File: src/common/bstap_pkg.sv
// constants, states and carrier types of the boundary-scan test port
package bstap_pkg;
    localparam int BSTAP_BSR_LEN = 115;
    localparam int BSTAP_EN_CELLS = 3;
    localparam int BSTAP_EN_LSB = BSTAP_BSR_LEN - BSTAP_EN_CELLS;
    localparam int BSTAP_IR_LEN = 4;
    localparam int BSTAP_ID_LEN = 32;
    localparam int BSTAP_SYNC_W = BSTAP_BSR_LEN + 3;
    localparam logic [3:0] BSTAP_OP_EXTEST = 4'h0;
    localparam logic [3:0] BSTAP_OP_SAMPLE = 4'h1;
    localparam logic [3:0] BSTAP_OP_BYPASS = 4'hf;
    localparam logic [3:0] BSTAP_IR_CAPTURE = 4'h1;
    localparam logic [1:0] BSTAP_IR_CAP_LOW = 2'h1;
    localparam logic [2:0] BSTAP_TMS_RESET_CNT = 3'h5;
    localparam logic [2:0] BSTAP_TMS_CNT_MAX = 3'h7;
    typedef enum logic [15:0] {
        TAP_TLR = 16'h0001,
        TAP_RTI = 16'h0002,
        TAP_SDR = 16'h0004,
        TAP_CDR = 16'h0008,
        TAP_SHDR = 16'h0010,
        TAP_E1DR = 16'h0020,
        TAP_PDR = 16'h0040,
        TAP_E2DR = 16'h0080,
        TAP_UDR = 16'h0100,
        TAP_SIR = 16'h0200,
        TAP_CIR = 16'h0400,
        TAP_SHIR = 16'h0800,
        TAP_E1IR = 16'h1000,
        TAP_PIR = 16'h2000,
        TAP_E2IR = 16'h4000,
        TAP_UIR = 16'h8000
    } bstap_state_type;
    typedef struct packed {
        logic [BSTAP_BSR_LEN-1:0] pad;
        logic tck;
        logic tms;
        logic tdi;
    } bstap_pins_type;
endpackage : bstap_pkg

File: src/core/bstap_top.sv
// boundary-scan test access port with controller, instruction, bypass, id and boundary registers
`timescale 1ns/1ns
// Notes on behaviour
// RULE1: sample tdi and tms at rising tck
// RULE2: tdo changes only at falling tck
// RULE3: state moves at rising tck per tms
// RULE4: sixteen-state controller, data and instruction columns
// RULE5: 0000 extest, 0001 sample, 1111 bypass
// RULE6: instruction register is four bits wide
// RULE7: instruction shifts in lsb first
// RULE8: current instruction picks the data register
// RULE9: bypass is one stage tdi to tdo
// RULE10: boundary chain has 115 cells
// RULE11: tdi enters lsb cell, msb feeds tdo
// RULE12: capture-dr loads pad inputs into cells
// RULE13: scanned cells can drive the pins
// RULE14: trst low resets controller asynchronously
// RULE15: five tms-high edges reach reset, stays
// RULE16: reset state selects the id register
// RULE17: reset clears top three cells, outputs off
// RULE18: reset holds on tms high, else idle
// RULE19: idle holds on tms low, else select-dr
// RULE20: idle leaves data registers unchanged
// RULE21: select-dr: low capture-dr, high select-ir
// RULE22: select-ir: low capture-ir, high reset
// RULE23: capture-ir loads 01 into low bits
// RULE24: update-dr latches outputs at falling tck
// RULE25: update-ir makes shifted code the instruction
// RULE26: capture-dr: low shift-dr, high exit1-dr
// RULE27: reserved codes select bypass register
// RULE28: remaining states follow the standard graph
module bstap_top
    import bstap_pkg::*;
#(
    // arbitrary neutral identification value
    parameter logic [BSTAP_ID_LEN-1:0] ID_VALUE = 32'h0000_0001
) (
    input wire logic clk_in,
    input wire logic nrst_in,
    input wire logic tck_in,
    input wire logic tms_in,
    input wire logic tdi_in,
    input wire logic trst_n_in,
    input wire logic [BSTAP_BSR_LEN-1:0] pad_in,
    input wire logic [BSTAP_BSR_LEN-1:0] sys_data_in,
    input wire logic [BSTAP_EN_CELLS-1:0] sys_en_in,
    output logic tdo_out,
    output logic tdo_en_out,
    output logic [BSTAP_BSR_LEN-1:0] pad_data_out,
    output logic [BSTAP_EN_CELLS-1:0] pad_en_out
);
    bstap_pins_type raw_pins;
    bstap_pins_type sync1_ff;
    bstap_pins_type sync2_ff;
    bstap_pins_type sync3_ff;
    bstap_pins_type flt_ff;
    logic tck_d_ff;
    logic tck_rise;
    logic tck_fall;
    logic tap_rst_n;
    bstap_state_type state_ff;
    bstap_state_type nxt_state;
    logic [BSTAP_IR_LEN-1:0] ir_sh_ff;
    logic [BSTAP_IR_LEN-1:0] ir_ff;
    logic idsel_ff;
    logic byp_ff;
    logic [BSTAP_ID_LEN-1:0] id_sh_ff;
    logic [BSTAP_BSR_LEN-1:0] bsr_sh_ff;
    logic [BSTAP_BSR_LEN-1:0] bsr_upd_ff;
    logic tdo_ff;
    logic tdo_en_ff;
    logic [BSTAP_BSR_LEN-1:0] pad_data_ff;
    logic [BSTAP_EN_CELLS-1:0] pad_en_ff;
    logic sel_bsr;
    logic extest_on;
    logic ser_out;
    logic [2:0] tms_cnt_ff;

    assign raw_pins = '{pad: pad_in, tck: tck_in, tms: tms_in, tdi: tdi_in};
    assign tap_rst_n = nrst_in & trst_n_in; // [RULE14]

    // three-stage synchroniser; a change counts once stages two and three agree
    always_ff @(posedge clk_in or negedge nrst_in) begin
        if (!nrst_in) begin
            sync1_ff <= '0;
            sync2_ff <= '0;
            sync3_ff <= '0;
        end else begin
            sync1_ff <= raw_pins;
            sync2_ff <= sync1_ff;
            sync3_ff <= sync2_ff;
        end
    end

    always_ff @(posedge clk_in or negedge nrst_in) begin
        if (!nrst_in) begin
            flt_ff <= '0;
            tck_d_ff <= 1'b0;
        end else begin
            flt_ff <= (~(sync2_ff ^ sync3_ff) & sync3_ff) | ((sync2_ff ^ sync3_ff) & flt_ff);
            tck_d_ff <= flt_ff.tck;
        end
    end

    assign tck_rise = flt_ff.tck & ~tck_d_ff; // [RULE1]
    assign tck_fall = ~flt_ff.tck & tck_d_ff;

    // controller state graph
    always_comb begin
        nxt_state = state_ff;
        case (state_ff)
            TAP_TLR: nxt_state = flt_ff.tms ? TAP_TLR : TAP_RTI; // [RULE18]
            TAP_RTI: nxt_state = flt_ff.tms ? TAP_SDR : TAP_RTI; // [RULE19]
            TAP_SDR: nxt_state = flt_ff.tms ? TAP_SIR : TAP_CDR; // [RULE21]
            TAP_CDR: nxt_state = flt_ff.tms ? TAP_E1DR : TAP_SHDR; // [RULE26]
            TAP_SHDR: nxt_state = flt_ff.tms ? TAP_E1DR : TAP_SHDR; // [RULE28]
            TAP_E1DR: nxt_state = flt_ff.tms ? TAP_UDR : TAP_PDR; // [RULE28]
            TAP_PDR: nxt_state = flt_ff.tms ? TAP_E2DR : TAP_PDR; // [RULE28]
            TAP_E2DR: nxt_state = flt_ff.tms ? TAP_UDR : TAP_SHDR; // [RULE28]
            TAP_UDR: nxt_state = flt_ff.tms ? TAP_SDR : TAP_RTI; // [RULE28]
            TAP_SIR: nxt_state = flt_ff.tms ? TAP_TLR : TAP_CIR; // [RULE22]
            TAP_CIR: nxt_state = flt_ff.tms ? TAP_E1IR : TAP_SHIR; // [RULE26]
            TAP_SHIR: nxt_state = flt_ff.tms ? TAP_E1IR : TAP_SHIR; // [RULE28]
            TAP_E1IR: nxt_state = flt_ff.tms ? TAP_UIR : TAP_PIR; // [RULE28]
            TAP_PIR: nxt_state = flt_ff.tms ? TAP_E2IR : TAP_PIR; // [RULE28]
            TAP_E2IR: nxt_state = flt_ff.tms ? TAP_UIR : TAP_SHIR; // [RULE28]
            TAP_UIR: nxt_state = flt_ff.tms ? TAP_SDR : TAP_RTI; // [RULE28]
            default: nxt_state = TAP_TLR;
        endcase
    end

    always_ff @(posedge clk_in or negedge tap_rst_n) begin
        if (!tap_rst_n) begin
            state_ff <= TAP_TLR; // [RULE14]
        end else if (tck_rise) begin
            state_ff <= nxt_state; // [RULE3] [RULE4]
        end
    end

    // instruction path: capture, lsb-first shift, update at falling tck
    always_ff @(posedge clk_in or negedge tap_rst_n) begin
        if (!tap_rst_n) begin
            ir_sh_ff <= BSTAP_IR_CAPTURE;
        end else if (tck_rise && state_ff == TAP_CIR) begin
            ir_sh_ff <= BSTAP_IR_CAPTURE; // [RULE23]
        end else if (tck_rise && state_ff == TAP_SHIR) begin
            ir_sh_ff <= {flt_ff.tdi, ir_sh_ff[BSTAP_IR_LEN-1:1]}; // [RULE7] [RULE6]
        end
    end

    always_ff @(posedge clk_in or negedge tap_rst_n) begin
        if (!tap_rst_n) begin
            ir_ff <= BSTAP_OP_BYPASS;
            idsel_ff <= 1'b1;
        end else if (state_ff == TAP_TLR) begin
            ir_ff <= BSTAP_OP_BYPASS;
            idsel_ff <= 1'b1; // [RULE16]
        end else if (tck_fall && state_ff == TAP_UIR) begin
            ir_ff <= ir_sh_ff; // [RULE25]
            idsel_ff <= 1'b0;
        end
    end

    // instruction decode; reserved codes fall to bypass
    assign sel_bsr = ~idsel_ff & (ir_ff == BSTAP_OP_EXTEST || ir_ff == BSTAP_OP_SAMPLE); // [RULE5] [RULE8] [RULE27]
    assign extest_on = ~idsel_ff & (ir_ff == BSTAP_OP_EXTEST);

    // data registers shift only while selected; idle and pause leave them alone
    always_ff @(posedge clk_in or negedge tap_rst_n) begin
        if (!tap_rst_n) begin
            byp_ff <= 1'b0;
        end else if (tck_rise && !sel_bsr && !idsel_ff) begin
            if (state_ff == TAP_CDR) begin
                byp_ff <= 1'b0;
            end else if (state_ff == TAP_SHDR) begin
                byp_ff <= flt_ff.tdi; // [RULE9]
            end
        end
    end

    always_ff @(posedge clk_in or negedge tap_rst_n) begin
        if (!tap_rst_n) begin
            id_sh_ff <= ID_VALUE;
        end else if (tck_rise && idsel_ff) begin
            if (state_ff == TAP_CDR) begin
                id_sh_ff <= ID_VALUE;
            end else if (state_ff == TAP_SHDR) begin
                id_sh_ff <= {flt_ff.tdi, id_sh_ff[BSTAP_ID_LEN-1:1]};
            end
        end
    end

    always_ff @(posedge clk_in or negedge tap_rst_n) begin
        if (!tap_rst_n) begin
            bsr_sh_ff <= '0;
        end else if (state_ff == TAP_TLR) begin
            bsr_sh_ff[BSTAP_BSR_LEN-1:BSTAP_EN_LSB] <= '0; // [RULE17]
        end else if (tck_rise && sel_bsr) begin
            if (state_ff == TAP_CDR) begin
                bsr_sh_ff <= flt_ff.pad; // [RULE12]
            end else if (state_ff == TAP_SHDR) begin
                bsr_sh_ff <= {bsr_sh_ff[BSTAP_BSR_LEN-2:0], flt_ff.tdi}; // [RULE10] [RULE11]
            end
        end
    end

    always_ff @(posedge clk_in or negedge tap_rst_n) begin
        if (!tap_rst_n) begin
            bsr_upd_ff <= '0;
        end else if (state_ff == TAP_TLR) begin
            bsr_upd_ff[BSTAP_BSR_LEN-1:BSTAP_EN_LSB] <= '0; // [RULE17]
        end else if (tck_fall && sel_bsr && state_ff == TAP_UDR) begin
            bsr_upd_ff <= bsr_sh_ff; // [RULE24] [RULE20]
        end
    end

    // serial output mux, driven out at falling tck
    always_comb begin
        ser_out = byp_ff;
        if (state_ff == TAP_SHIR) begin
            ser_out = ir_sh_ff[0];
        end else if (idsel_ff) begin
            ser_out = id_sh_ff[0];
        end else if (sel_bsr) begin
            ser_out = bsr_sh_ff[BSTAP_BSR_LEN-1]; // [RULE11]
        end
    end

    always_ff @(posedge clk_in or negedge tap_rst_n) begin
        if (!tap_rst_n) begin
            tdo_ff <= 1'b0;
            tdo_en_ff <= 1'b0;
        end else if (tck_fall) begin
            tdo_ff <= ser_out; // [RULE2]
            tdo_en_ff <= (state_ff == TAP_SHDR) || (state_ff == TAP_SHIR);
        end
    end

    // pins carry scanned values under extest, the core values otherwise
    always_ff @(posedge clk_in or negedge nrst_in) begin
        if (!nrst_in) begin
            pad_data_ff <= '0;
            pad_en_ff <= '0;
        end else if (extest_on) begin
            pad_data_ff <= bsr_upd_ff; // [RULE13]
            pad_en_ff <= bsr_upd_ff[BSTAP_BSR_LEN-1:BSTAP_EN_LSB];
        end else begin
            pad_data_ff <= sys_data_in;
            pad_en_ff <= sys_en_in;
        end
    end

    assign tdo_out = tdo_ff;
    assign tdo_en_out = tdo_en_ff;
    assign pad_data_out = pad_data_ff;
    assign pad_en_out = pad_en_ff;

    // helper: consecutive rising edges with tms high
    always_ff @(posedge clk_in or negedge nrst_in) begin
        if (!nrst_in) begin
            tms_cnt_ff <= '0;
        end else if (tck_rise) begin
            if (!flt_ff.tms) begin
                tms_cnt_ff <= '0;
            end else if (tms_cnt_ff != BSTAP_TMS_CNT_MAX) begin
                tms_cnt_ff <= tms_cnt_ff + 3'h1;
            end
        end
    end
endmodule : bstap_top

File: config.mk
export PLATFORM = sky130hd
export DESIGN_NAME = bstap_top
export DESIGN_NICKNAME = d
export VERILOG_FILES = /design/src/common/bstap_pkg.sv /design/src/core/bstap_top.sv
export SDC_FILE = /design/constraint.sdc
export NUM_CORES = 1
export LEC_CHECK = 0
export BUFFER_PORTS_ARGS = -buffer_cell sky130_fd_sc_hd__buf_2
export CAP_MARGIN = 10
export CORE_ASPECT_RATIO = 0.5
export CORE_UTILIZATION = 45
export DETAILED_ROUTE_END_ITERATION = 6
export PLACE_DENSITY_LB_ADDON = 0.25
export SLEW_MARGIN = 20
export SYNTH_ARGS = -nofsm -noshare
export SYNTH_HDL_FRONTEND = slang
export SYNTH_SLANG_ARGS = --single-unit
File: constraint.sdc
create_clock -name clk_in -period 10 [get_ports clk_in]
set_input_delay 1.5 -clock clk_in [delete_from_list [all_inputs] [get_ports clk_in]]
set_output_delay 1.5 -clock clk_in [all_outputs]
set_load 0.1 [all_outputs]
; ---- Word-level counts from Yosys, hierarchy flattened
; Index checks and enable logic that the tools add are counted.
[classes]
n_shift = 0
addsub = 0
multipliers = 0
n_lt_le_gt_ge = 0
bitwise = 14
mux = 34
div = 0
n_reduce_logical = 28
eq_ne = 17
[op_table]
columns = op, n
row1 = $mux W115, 5
row2 = $and A118 B118 Y118, 2
row3 = $pmux W16 S12, 1
row4 = $not A118 Y118, 1
row5 = $or A118 B118 Y118, 1
row6 = $xor A118 B118 Y118, 1
row7 = $mux W32, 2
row8 = $mux W16, 2
row9 = $mux W9, 2
row10 = $eq A16 B1 Y1 const B, 1
row11 = $eq A16 B10 Y1 const B, 1
row12 = $eq A16 B11 Y1 const B, 1
row13 = $eq A16 B12 Y1 const B, 1
row14 = $eq A16 B13 Y1 const B, 1
row15 = $eq A16 B14 Y1 const B, 1
row16 = $eq A16 B15 Y1 const B, 1
row17 = $eq A16 B16 Y1 const B, 1
row18 = $eq A16 B2 Y1 const B, 1
row19 = $eq A16 B3 Y1 const B, 1
row20 = $eq A16 B4 Y1 const B, 1
row21 = $eq A16 B5 Y1 const B, 1
row22 = $eq A16 B6 Y1 const B, 1
row23 = $eq A16 B7 Y1 const B, 1
row24 = $eq A16 B8 Y1 const B, 1
row25 = 24 further kinds, 61
[totals]
latchBits = 0
ramBits = 0
n_memories = 0
register_bits = 881
wordCells = 124
in_bits = 239
out_inout_bits = 120
romBits = 0

; ---- Longest topological paths before layout
; Gate-level depths: netlist of the first run.
[depth]
ltp_word = 7
mapped_depth = 10

; ---- Least setup slack after synthesis of the first run
; No wires, ideal clock.
[synth_timing]
path_kind = register to output
start = reg tdo_en_ff, in the netlist tdo_en_out
end = out tdo_en_out
setup_slack_ns = 7.603
path_stages_with_launch = 1
arrival_time_ns = 0.897
required_time_ns = 8.500
cell_sequence = dfrtp_1
[synth_lines]
columns = item, line
row1 = start: declaration, bstap_top.sv:71  ; logic tdo_en_ff;
row2 = start signal: assignment, bstap_top.sv:235  ; tdo_en_ff <= (state_ff == TAP_SHDR) || (state_ff == TAP_SHIR);
row3 = end: declaration, bstap_top.sv:48  ; output logic tdo_en_out,
; No word-level cell between the ends.

; ---- Final worst setup path of the first run
[layout_timing]
start = reg state_ff[10]
end = reg bsr_sh_ff[113]
[layout_via]
elab_chain_len = 4
elab_cells_between_ends = 9
cone_classes = 3 x eq/ne / 3 x mux / 3 x reduce/logical
[layout_lines]
columns = item, line
row1 = start: declaration, bstap_top.sv:61  ; bstap_state_type state_ff;
row2 = start signal: assignment, bstap_top.sv:136  ; state_ff <= nxt_state;
row3 = $eq A16 B4 Y1, bstap_top.sv:199  ; if (state_ff == TAP_CDR) begin
row4 = $mux W115, bstap_top.sv:199
row5 = $mux W115, bstap_top.sv:198  ; end else if (tck_rise && sel_bsr) begin
row6 = $mux W3, bstap_top.sv:196  ; end else if (state_ff == TAP_TLR) begin
row7 = end signal: assignment, bstap_top.sv:200  ; bsr_sh_ff <= flt_ff.pad;
row8 = end signal: assignment, bstap_top.sv:202  ; bsr_sh_ff <= {bsr_sh_ff[BSTAP_BSR_LEN-2:0], flt_ff.tdi};
row9 = end: declaration, bstap_top.sv:68  ; logic [BSTAP_BSR_LEN-1:0] bsr_sh_ff;
; Several ways; a longest one is shown, not always the timed one. The select of a mux whose other input is x is not followed.
; A chain may end at the register's enable or synchronous reset.

==> metrics.txt, run 1 <==
status=finished clean; register area=22100 um^2; Placer Congestion=0.800; Final Hold Viols=0; Mapped Area=between 20000 and 30000 um^2; die width=366 um; Yosys reg bits=881; pin count of the biggest net entering global routing=roughly 170; sw power=roughly 1.7 mW; remaining antenna violation count after routing=0; DR pass1 iterations=5; simple-gate share of the synthesized area=0.116; endpoints failing setup=0; I/O Pins=approximately 360; Fillers=5567; worst setup path category=reg -> reg; # resized after CTS=0; Max Cap Violations=0; Avg WL per Cell=16.2 um; CP Data Arrival Time=4.27 ns; core area=65200 um^2; Net Sw Frac=0.239; Overall Power=~7.3 mW; vias=17400; Synth cell types=45; Clock power frac=0.411; RSZ-0062 raised after global routing=no; detailed-route vias per instance=about 4.9; reg-to-reg endpoint=bsr_sh_ff[113]; clk root buf=clkbuf_16; Cell Rows=66; FF-to-FF Start=state_ff[10]; worst min path class=reg -> reg; Avg Inst Size Synth=13.0 um^2; hold path depth=0; first-pass GRT wire length=roughly 95 mm; vias in the first global route=approximately 18000; post-synthesis compound-gate area fraction=0.0396; multi-input logic area=slightly above 7000 um^2; CP required=between 10 and 15 ns; Total Nets Final=2874; P_leak=~16 nW; Final Skew=0.0165 ns; Adder-Cell Fraction of Synth Area=0.0396; Final min period=3.80 ns; drt initial violations=1198; gr ovfl total=0; clock buffer depth=3; synth warn=0; Post-CTS Setup Inserts=0; initial core utilization=0.457; CTS tree=done; Flop pwr share=0.521; Die Y=approximately 180 um; combinational power share=0.067; Final Cell Area=between 30000 and 40000 um^2; die area=67300 um^2; R2R cell count=6; mux contribution to synthesized area=0.0457; placed insts=roughly 3400; P&R area growth vs syn=17.4%; Core Util, Final=0.536; Slew Viols, Final=0; Seq/Total Area, Yosys=0.740; Worst Hold Launch=sync1_ff[66]; Synth Area in XOR/XNOR=0.00147; post-detail-place hpwl=36.3 mm; Worst slew margin=0.246; number of buffers created by CTS=75; non-filler cells, final=~3600; GRT Resource Usage Total=0.176; n_diodes=0; Skew-Pair Late Insertion Delay=between 0.6 and 0.7 ns; R2R Setup Slk=6.20 ns; initial antenna violation count=0; largest family of logic cells by synthesized area=simple AND/OR/NAND/NOR gates; clk sink count=around 880; share of cells above drive strength 1=0.234; WHS Endpoint=sync2_ff[66]; syn nets=between 2000 and 3000; # DRC=0; # port buffers=roughly 360; final wirelength=58.1 mm; internal power=~5.5 mW; CP startpoint kind=flip-flop; htree depth=3; Hold-fix buffers, CTS=0; total negative slack=0 ns; Critical Path Sink Type=flip-flop; Main synth FF type=dfrtp_1; CP Launch Point=state_ff[10]; Peak VDD IR=0.000111 V; worst-path fanout max=60; number of enable flip-flop cells after synthesis=0; Final period util=0.380; Max Clk Rate=0.263 GHz; FFs w/ async S/R, synth=1.00; Placed Area=around 32000 um^2; PwrDens=208 nW/um^2; Slew @ Worst Pin=~1.1 ns; cell count after synthesis=2296; clock-pin slew on the worst setup and hold paths=approximately 0.070 ns
cell type report:
class                      count  share of cell area
tap                          884              0.0316
clock buffer                 108              0.0641
timing repair buffer         376              0.0569
multi-input combinational   1297               0.208
sequential                   881               0.630
inverter                       4            0.000429
clock inverter                27             0.00887
kinds of logic after synthesis:
group,Yosys count
simple gates,860
mux,122
fa+ha+maj,118
xor+xnor,5
buf+inv,118
compound gates,192
flops,881
how the worst max path moves through the flow:
stage                     cells after the start              to
after floorplan                               1    bsr_sh_ff[0]
after global placement                        3    sync1_ff[39]
after detailed placement                      3    sync1_ff[39]
after CTS                                     6  bsr_sh_ff[112]
after global routing                          6  bsr_sh_ff[113]
final                                         6  bsr_sh_ff[113]
synthesized netlist by cell type (all sizes together) (2+ instances only):
cell type,n,share of area
dfstp,8,0.0071
nand2,664,0.084
dfrtp,873,0.73
nor4,11,0.0040
nand3,12,0.0020
o21ai,54,0.0091
and4b,2,0.00067
nor4b,4,0.0012
nand4,7,0.0015
xnor2,4,0.0012
mux2i,10,0.0034
nor3b,3,0.00076
inv,4,0.00050
mux2,112,0.042
maj3,118,0.040
nor2b,10,0.0021
and3,3,0.00063
a31oi,113,0.024
clkbuf,62,0.0078
a21oi,2,0.00034
nor3,5,0.00084
buf,52,0.0094
nand2b,4,0.00084
a22o,12,0.0035
nor2,129,0.016
o31ai,2,0.00050
a21o,2,0.00050
power by group through the flow:
stage	clock, mW	sequential, mW	combinational, mW
final	2.99	3.79	0.490
after CTS	3.08	3.80	0.499
after global placement	0	3.86	0.488
after floorplan	0	4.01	0.157
after global routing	3.23	3.81	0.534
after detailed placement	0	3.86	0.497
metrics by stage:
stage          setup slack [ns]  hold slack, ns
2_1_floorplan              3.63           0.331
3_3_place_gp               6.02           0.332
5_1_grt                    5.92           0.353
4_1_cts                    6.25           0.348
6_report                   6.20           0.343
3_5_place_dp               5.94           0.335
worst max-delay path, stage by stage (launching register included):
cell,delay [ns]
dfrtp_1,0.58
nor4_2,0.61
and4b_1,0.54
and3_4,0.75
buf_4,0.73
mux2i_1,0.25
o21ai_0,0.10
layout by cell type, fill, tap and decap left out, types with 8 or more instances in the layout:
master / n
a22o_1: 12
a31oi_1: 113
buf_2: 357
buf_4: 13
clkbuf_1: 11
clkbuf_16: 77
clkbuf_8: 20
clkinv_2: 12
dfrtp_1: 873
dfstp_2: 8
maj3_1: 118
mux2_2: 112
mux2i_1: 10
nand2_1: 664
nand3_1: 11
nor2_1: 128
nor2b_1: 10
o21ai_0: 54
routing by layer:
metal / global-route usage / wire [um]
met1: 0.233 / 25400
met2: 0.296 / 29300
met3: 0.0347 / 2000
met4: 0.0517 / 1340
met5: 0 / 0
(Power assumes the default switching activity.)
==> inputs of run 2 (changes only) <==
==> constraint.sdc (replaced) <==
create_clock -name clk_in -period 3.7 [get_ports clk_in]
set_input_delay 0.555 -clock clk_in [delete_from_list [all_inputs] [get_ports clk_in]]
set_output_delay 0.555 -clock clk_in [all_outputs]
set_load 0.1 [all_outputs]
==> metrics.txt, run 2 (synthesis gave the netlist of run 1 again) <==
Worst Hold Launch=pad_in[21]; clk sink count=881; total negative slack=0 ns; Slew @ Worst Pin=roughly 1.1 ns; worst min path class=in -> reg; vias=17500; core area=65200 um^2; final wirelength=57.0 mm; Max Clk Rate=0.335 GHz; remaining antenna violation count after routing=0; Max Cap Violations=0; die width=about 370 um; Top Family by Delay on Critical Path=simple AND/OR/NAND/NOR gates; WHS Endpoint=sync1_ff[24]; final worst slack=0.717 ns; clock buffer depth=3; CP Launch Point=state_ff[10]; met3 GRT Util=0.0324; met2 Use GR=0.291; post-detail-place hpwl=approximately 37 mm; Final min period=2.98 ns; vias in the first global route=around 18000; CP startpoint kind=flip-flop; number of buffers created by CTS=75; htree depth=3; initial core utilization=0.457; FF-to-FF Start=state_ff[10]; clk root buf=clkbuf_16; Fillers=5544; CTS tree=done; status=finished clean; placed insts=3461; CP max-delay cell=nor4_2; RSZ-0062 raised after global routing=no; die area=67300 um^2; initial antenna violation count=5; gr ovfl total=0; PwrDens=551 nW/um^2; CP required=4.18 ns; non-filler cells, final=3606; critical-path cell list=nor4_2, and4b_1, nand3_4, buf_4, nand2_1, a31oi_1; CP Data Arrival Time=3.46 ns; endpoints failing setup=0; P_leak=roughly 16 nW; detailed-route vias per instance=4.84; Peak VDD IR=0.000332 V; Cell Rows=66; Die Y=184 um; final hold slack=0.0399 ns; Critical path buffers and inverters=1; pre-CTS setup slack=around 0.75 ns; Final Skew=0.0193 ns; Slew Viols, Final=0; Skew-Pair Late Insertion Delay=0.62 ns; R2R Setup Slk=0.72 ns; max incr delay on CP=0.58 ns; share of cells above drive strength 1=0.237; Core Util, Final=0.541; worst-path fanout max=51; worst setup path category=reg -> reg; clock-pin slew on the worst setup and hold paths=0.07 ns; first-pass GRT wire length=93.0 mm; Avg WL per Cell=~16 um; DR pass1 iterations=5; drt initial violations=about 1100; pin count of the biggest net entering global routing=188; I/O Pins=359; Critical Path Sink Type=flip-flop; Total Nets Final=2904; commonest non-fill, non-tap cell in the layout=dfrtp_1; Placer Congestion=~0.85; R2R cell count=6; # port buffers=358; # DRC=0; grt peak-use layer=met2; Worst slew margin=0.272; Post-CTS Setup Inserts=0; reg-to-reg endpoint=bsr_sh_ff[34]; hold path depth=1; P&R area growth vs syn=18.4%; Final period util=0.806; Final Hold Viols=0; most frequent cells in the layout=873 x dfrtp_1, 664 x nand2_1, 357 x buf_2, 128 x nor2_1, 118 x maj3_1; met1 GRT Util=0.226; GRT Resource Usage Total=0.173
[run 2: cell types whose count changed in the layout (fill, tap and decap cells not counted), moves of 2 or more]
cell	delta
clkbuf_1	+2
clkinv_4	-2
clkinv_8	-2
diode_2	+4
buf_12	+15
dlygate4sd3_1	+11
clkbuf_16	-2
buf_6	-2
clkbuf_8	-4
buf_4	+7
inv_6	+2
[run 2: final cells by class]
cell class,count,area (um^2),area share
multi-input combinational,1297,7260,0.206
tap,884,1110,0.0313
timing repair buffer,406,2400,0.0680
clock buffer,104,2150,0.0608
sequential,881,22100,0.625
antenna,4,10.0,0.000284
inverter,4,15.0,0.000425
clock inverter,26,305,0.00865
[run 2: worst max-delay path by stage]
| stage | to | slack (ns) | cells after the start |
|---|---|---|---|
| detailed placement | bsr_sh_ff[40] | 0.75 | 6 |
| finish | bsr_sh_ff[34] | 0.72 | 6 |
| global placement | bsr_sh_ff[48] | 0.85 | 6 |
| global route | bsr_sh_ff[47] | 0.49 | 6 |
| CTS | bsr_sh_ff[34] | 0.74 | 6 |
| floorplan | bsr_sh_ff[0] | 0.45 | 1 |
[run 2: stage by stage]
step                      power [mW]  cell area (um^2)
final                           19.5             35300
after floorplan                 11.3             29800
after global routing            20.3             35300
after global placement          11.8             32700
after detailed placement        11.8             32700
after CTS                       19.7             35300
[run 2: what timing repair did]
action / in CTS / in global routing
endpoints found under the hold margin: 12 / 0
resized for setup: 0 / 0
hold buffers: 11 / 0
[run 2: where the power goes]
group	internal [mW]	switching (mW)	total [mW]
Sequential	10.0	0.215	10.3
Combinational	0.355	0.983	1.34
Clock	4.48	3.39	7.87
Total	14.9	4.59	19.5
[run 2: metal layers]
metal	wire length, um	vias up
met5	0	-
met4	1830	0
met3	1930	119
met2	28500	279
met1	24700	8740
li1	-	8326
==> inputs of run 3 (changes only) <==
==> constraint.sdc (replaced) <==
create_clock -name clk_in -period 2.86 [get_ports clk_in]
set_input_delay 0.429 -clock clk_in [delete_from_list [all_inputs] [get_ports clk_in]]
set_output_delay 0.429 -clock clk_in [all_outputs]
set_load 0.1 [all_outputs]
==> metrics.txt, run 3 (synthesis gave the netlist of run 1 again) <==
status=finished clean; vias in the first global route=around 19000; Worst slew margin=0.480; CP Data Arrival Time=2.98 ns; RSZ-0062 raised after global routing=no; core area=65200 um^2; most used cell, CP=nor4_4; Final Cell Area=37700 um^2; # resized after CTS=0; final worst slack=0.375 ns; Final min period=2.48 ns; number of buffers created by CTS=75; Top Family by Delay on Critical Path=simple AND/OR/NAND/NOR gates; Net Sw Frac=0.238; met1 GRT Util=0.238; Worst Hold Launch=sys_data_in[111]; most frequent cells in the layout=873 x dfrtp_1, 664 x nand2_1, 357 x buf_2, 234 x dlygate4sd3_1, 128 x nor2_1; pin count of the biggest net entering global routing=114; Final period util=0.869; GRT Resource Usage Total=0.184; pre-CTS setup slack=slightly above 0.4 ns; combinational power share=0.079; Clock power frac=0.404; Critical path buffers and inverters=1; first-pass GRT wire length=98.7 mm; Max Clk Rate=0.402 GHz; final wirelength=61.1 mm; multi-input logic area=7260 um^2; Max Cap Violations=0; # DRC=0; clock-pin slew on the worst setup and hold paths=0.06 ns; Flop pwr share=0.516; CP max-delay cell=dfrtp_1; internal power=around 20 mW; Core Util, Final=0.578; worst-path fanout max=79; met2 Use GR=0.308; endpoints failing setup=0; clk sink count=slightly below 900; die area=67300 um^2; drt initial violations=1030; CTS tree=done; P_leak=17.4 nW; vias=about 19000; gr ovfl total=0; clock buffer depth=3; post-detail-place hpwl=around 38 mm; Cell Rows=66; die width=366 um; PwrDens=682 nW/um^2; FF-to-FF Start=state_ff[7]; sw power=a little over 6 mW; Slew Viols, Final=0; Final Hold Viols=0; # port buffers=358; htree depth=3; DR pass1 iterations=5; worst min path class=in -> reg; Final Skew=roughly 0.026 ns; max incr delay on CP=0.50 ns; worst setup path category=reg -> reg; CP required=3.36 ns; P&R area growth vs syn=26.5%; clk root buf=clkbuf_16; initial antenna violation count=3; met3 GRT Util=0.0322; remaining antenna violation count after routing=0; initial core utilization=0.457; Total Nets Final=3137; share of cells above drive strength 1=0.221; Slew @ Worst Pin=0.769 ns; CP Launch Point=state_ff[7]; critical-path cell list=nor4_4, nand2_1, nor4_4, buf_12, mux2_2; Skew-Pair Late Insertion Delay=0.63 ns; Die Y=184 um; Placer Congestion=0.814; CP startpoint kind=flip-flop; Placed Area=32800 um^2; grt peak-use layer=met2; I/O Pins=359; Critical Path Sink Type=flip-flop; commonest non-fill, non-tap cell in the layout=dfrtp_1; Peak VDD IR=~0.00038 V; Fillers=approximately 5300; Avg WL per Cell=approximately 16 um; detailed-route vias per instance=4.85; register area=22100 um^2
==> run 3: cell types whose count changed in the layout (fill, tap and decap cells not counted) <==
cell | previous run | this run
clkinv_2 | 13 | 10
buf_12 | 17 | 19
clkinvlp_4 | 1 | 3
clkinv_8 | 0 | 2
clkbuf_8 | 16 | 15
clkbuf_16 | 75 | 77
inv_16 | 0 | 1
clkbuf_1 | 13 | 14
buf_4 | 20 | 28
inv_6 | 5 | 1
diode_2 | 4 | 5
dlygate4sd3_1 | 11 | 234
==> run 3: stage by stage <==
| step | hold WS, ns | instances | power [mW] | TNS [ns] |
|---|---|---|---|---|
| 4_1_cts | 0.0238 | 3835 | 26.0 | 0 |
| 2_1_floorplan | 0.133 | 2296 | 14.6 | -74.61 |
| 3_3_place_gp | 0.332 | 3471 | 15.3 | 0 |
| 6_report | 0.0535 | 3840 | 25.7 | 0 |
| 5_1_grt | 0.0342 | 3838 | 26.7 | 0 |
| 3_5_place_dp | 0.335 | 3471 | 15.3 | 0 |
==> run 3: repair_timing <==
action                                 CTS  global route
setup buffers                            0             0
hold buffers                           234             0
endpoints found under the hold margin  290             0
==> run 3: final timing paths <==
path / to / slack, ns / depth (start not counted)
max in group asynchronous: ir_ff[2] / 1.26 / 4
min reg2reg: sync2_ff[67] / 0.33 / 0
max reg2reg: bsr_upd_ff[51] / 0.38 / 5
max: bsr_upd_ff[51] / 0.38 / 5
min: pad_data_out[111] / 0.05 / 3
min in group asynchronous: asynchronous set/reset pin / 0.28 / 2
==> run 3: power groups by stage <==
| stage | Sequential [mW] | Combinational (mW) | Clock [mW] |
|---|---|---|---|
| 3_3_place_gp | 13.5 | 1.76 | 0 |
| 5_1_grt | 13.3 | 2.20 | 11.2 |
| 3_5_place_dp | 13.5 | 1.79 | 0 |
| 4_1_cts | 13.3 | 2.05 | 10.7 |
| 2_1_floorplan | 14.0 | 0.551 | 0 |
| 6_report | 13.3 | 2.03 | 10.4 |
==> run 3: metal layers <==
metal  share of wire  up-vias
li1                -     8768
met1            0.43     9414
met2            0.51      316
met3           0.031      137
met4           0.034        0
met5               0        -
==> run 3: layout make-up <==
cell class                      count  share of cell area
Antenna cell                        5            0.000332
Clock buffer                      106              0.0580
Clock inverter                     24             0.00856
Inverter                            4            0.000398
Multi-Input combinational cell   1297               0.193
Sequential cell                   881               0.585
Tap cell                          884              0.0293
Timing Repair Buffer              639               0.126
==> run 3: worst min-delay path, cell delays in order <==
cell and delay, ns:
buf_2 0.08, nand2_1 0.08, nand2_1 0.07
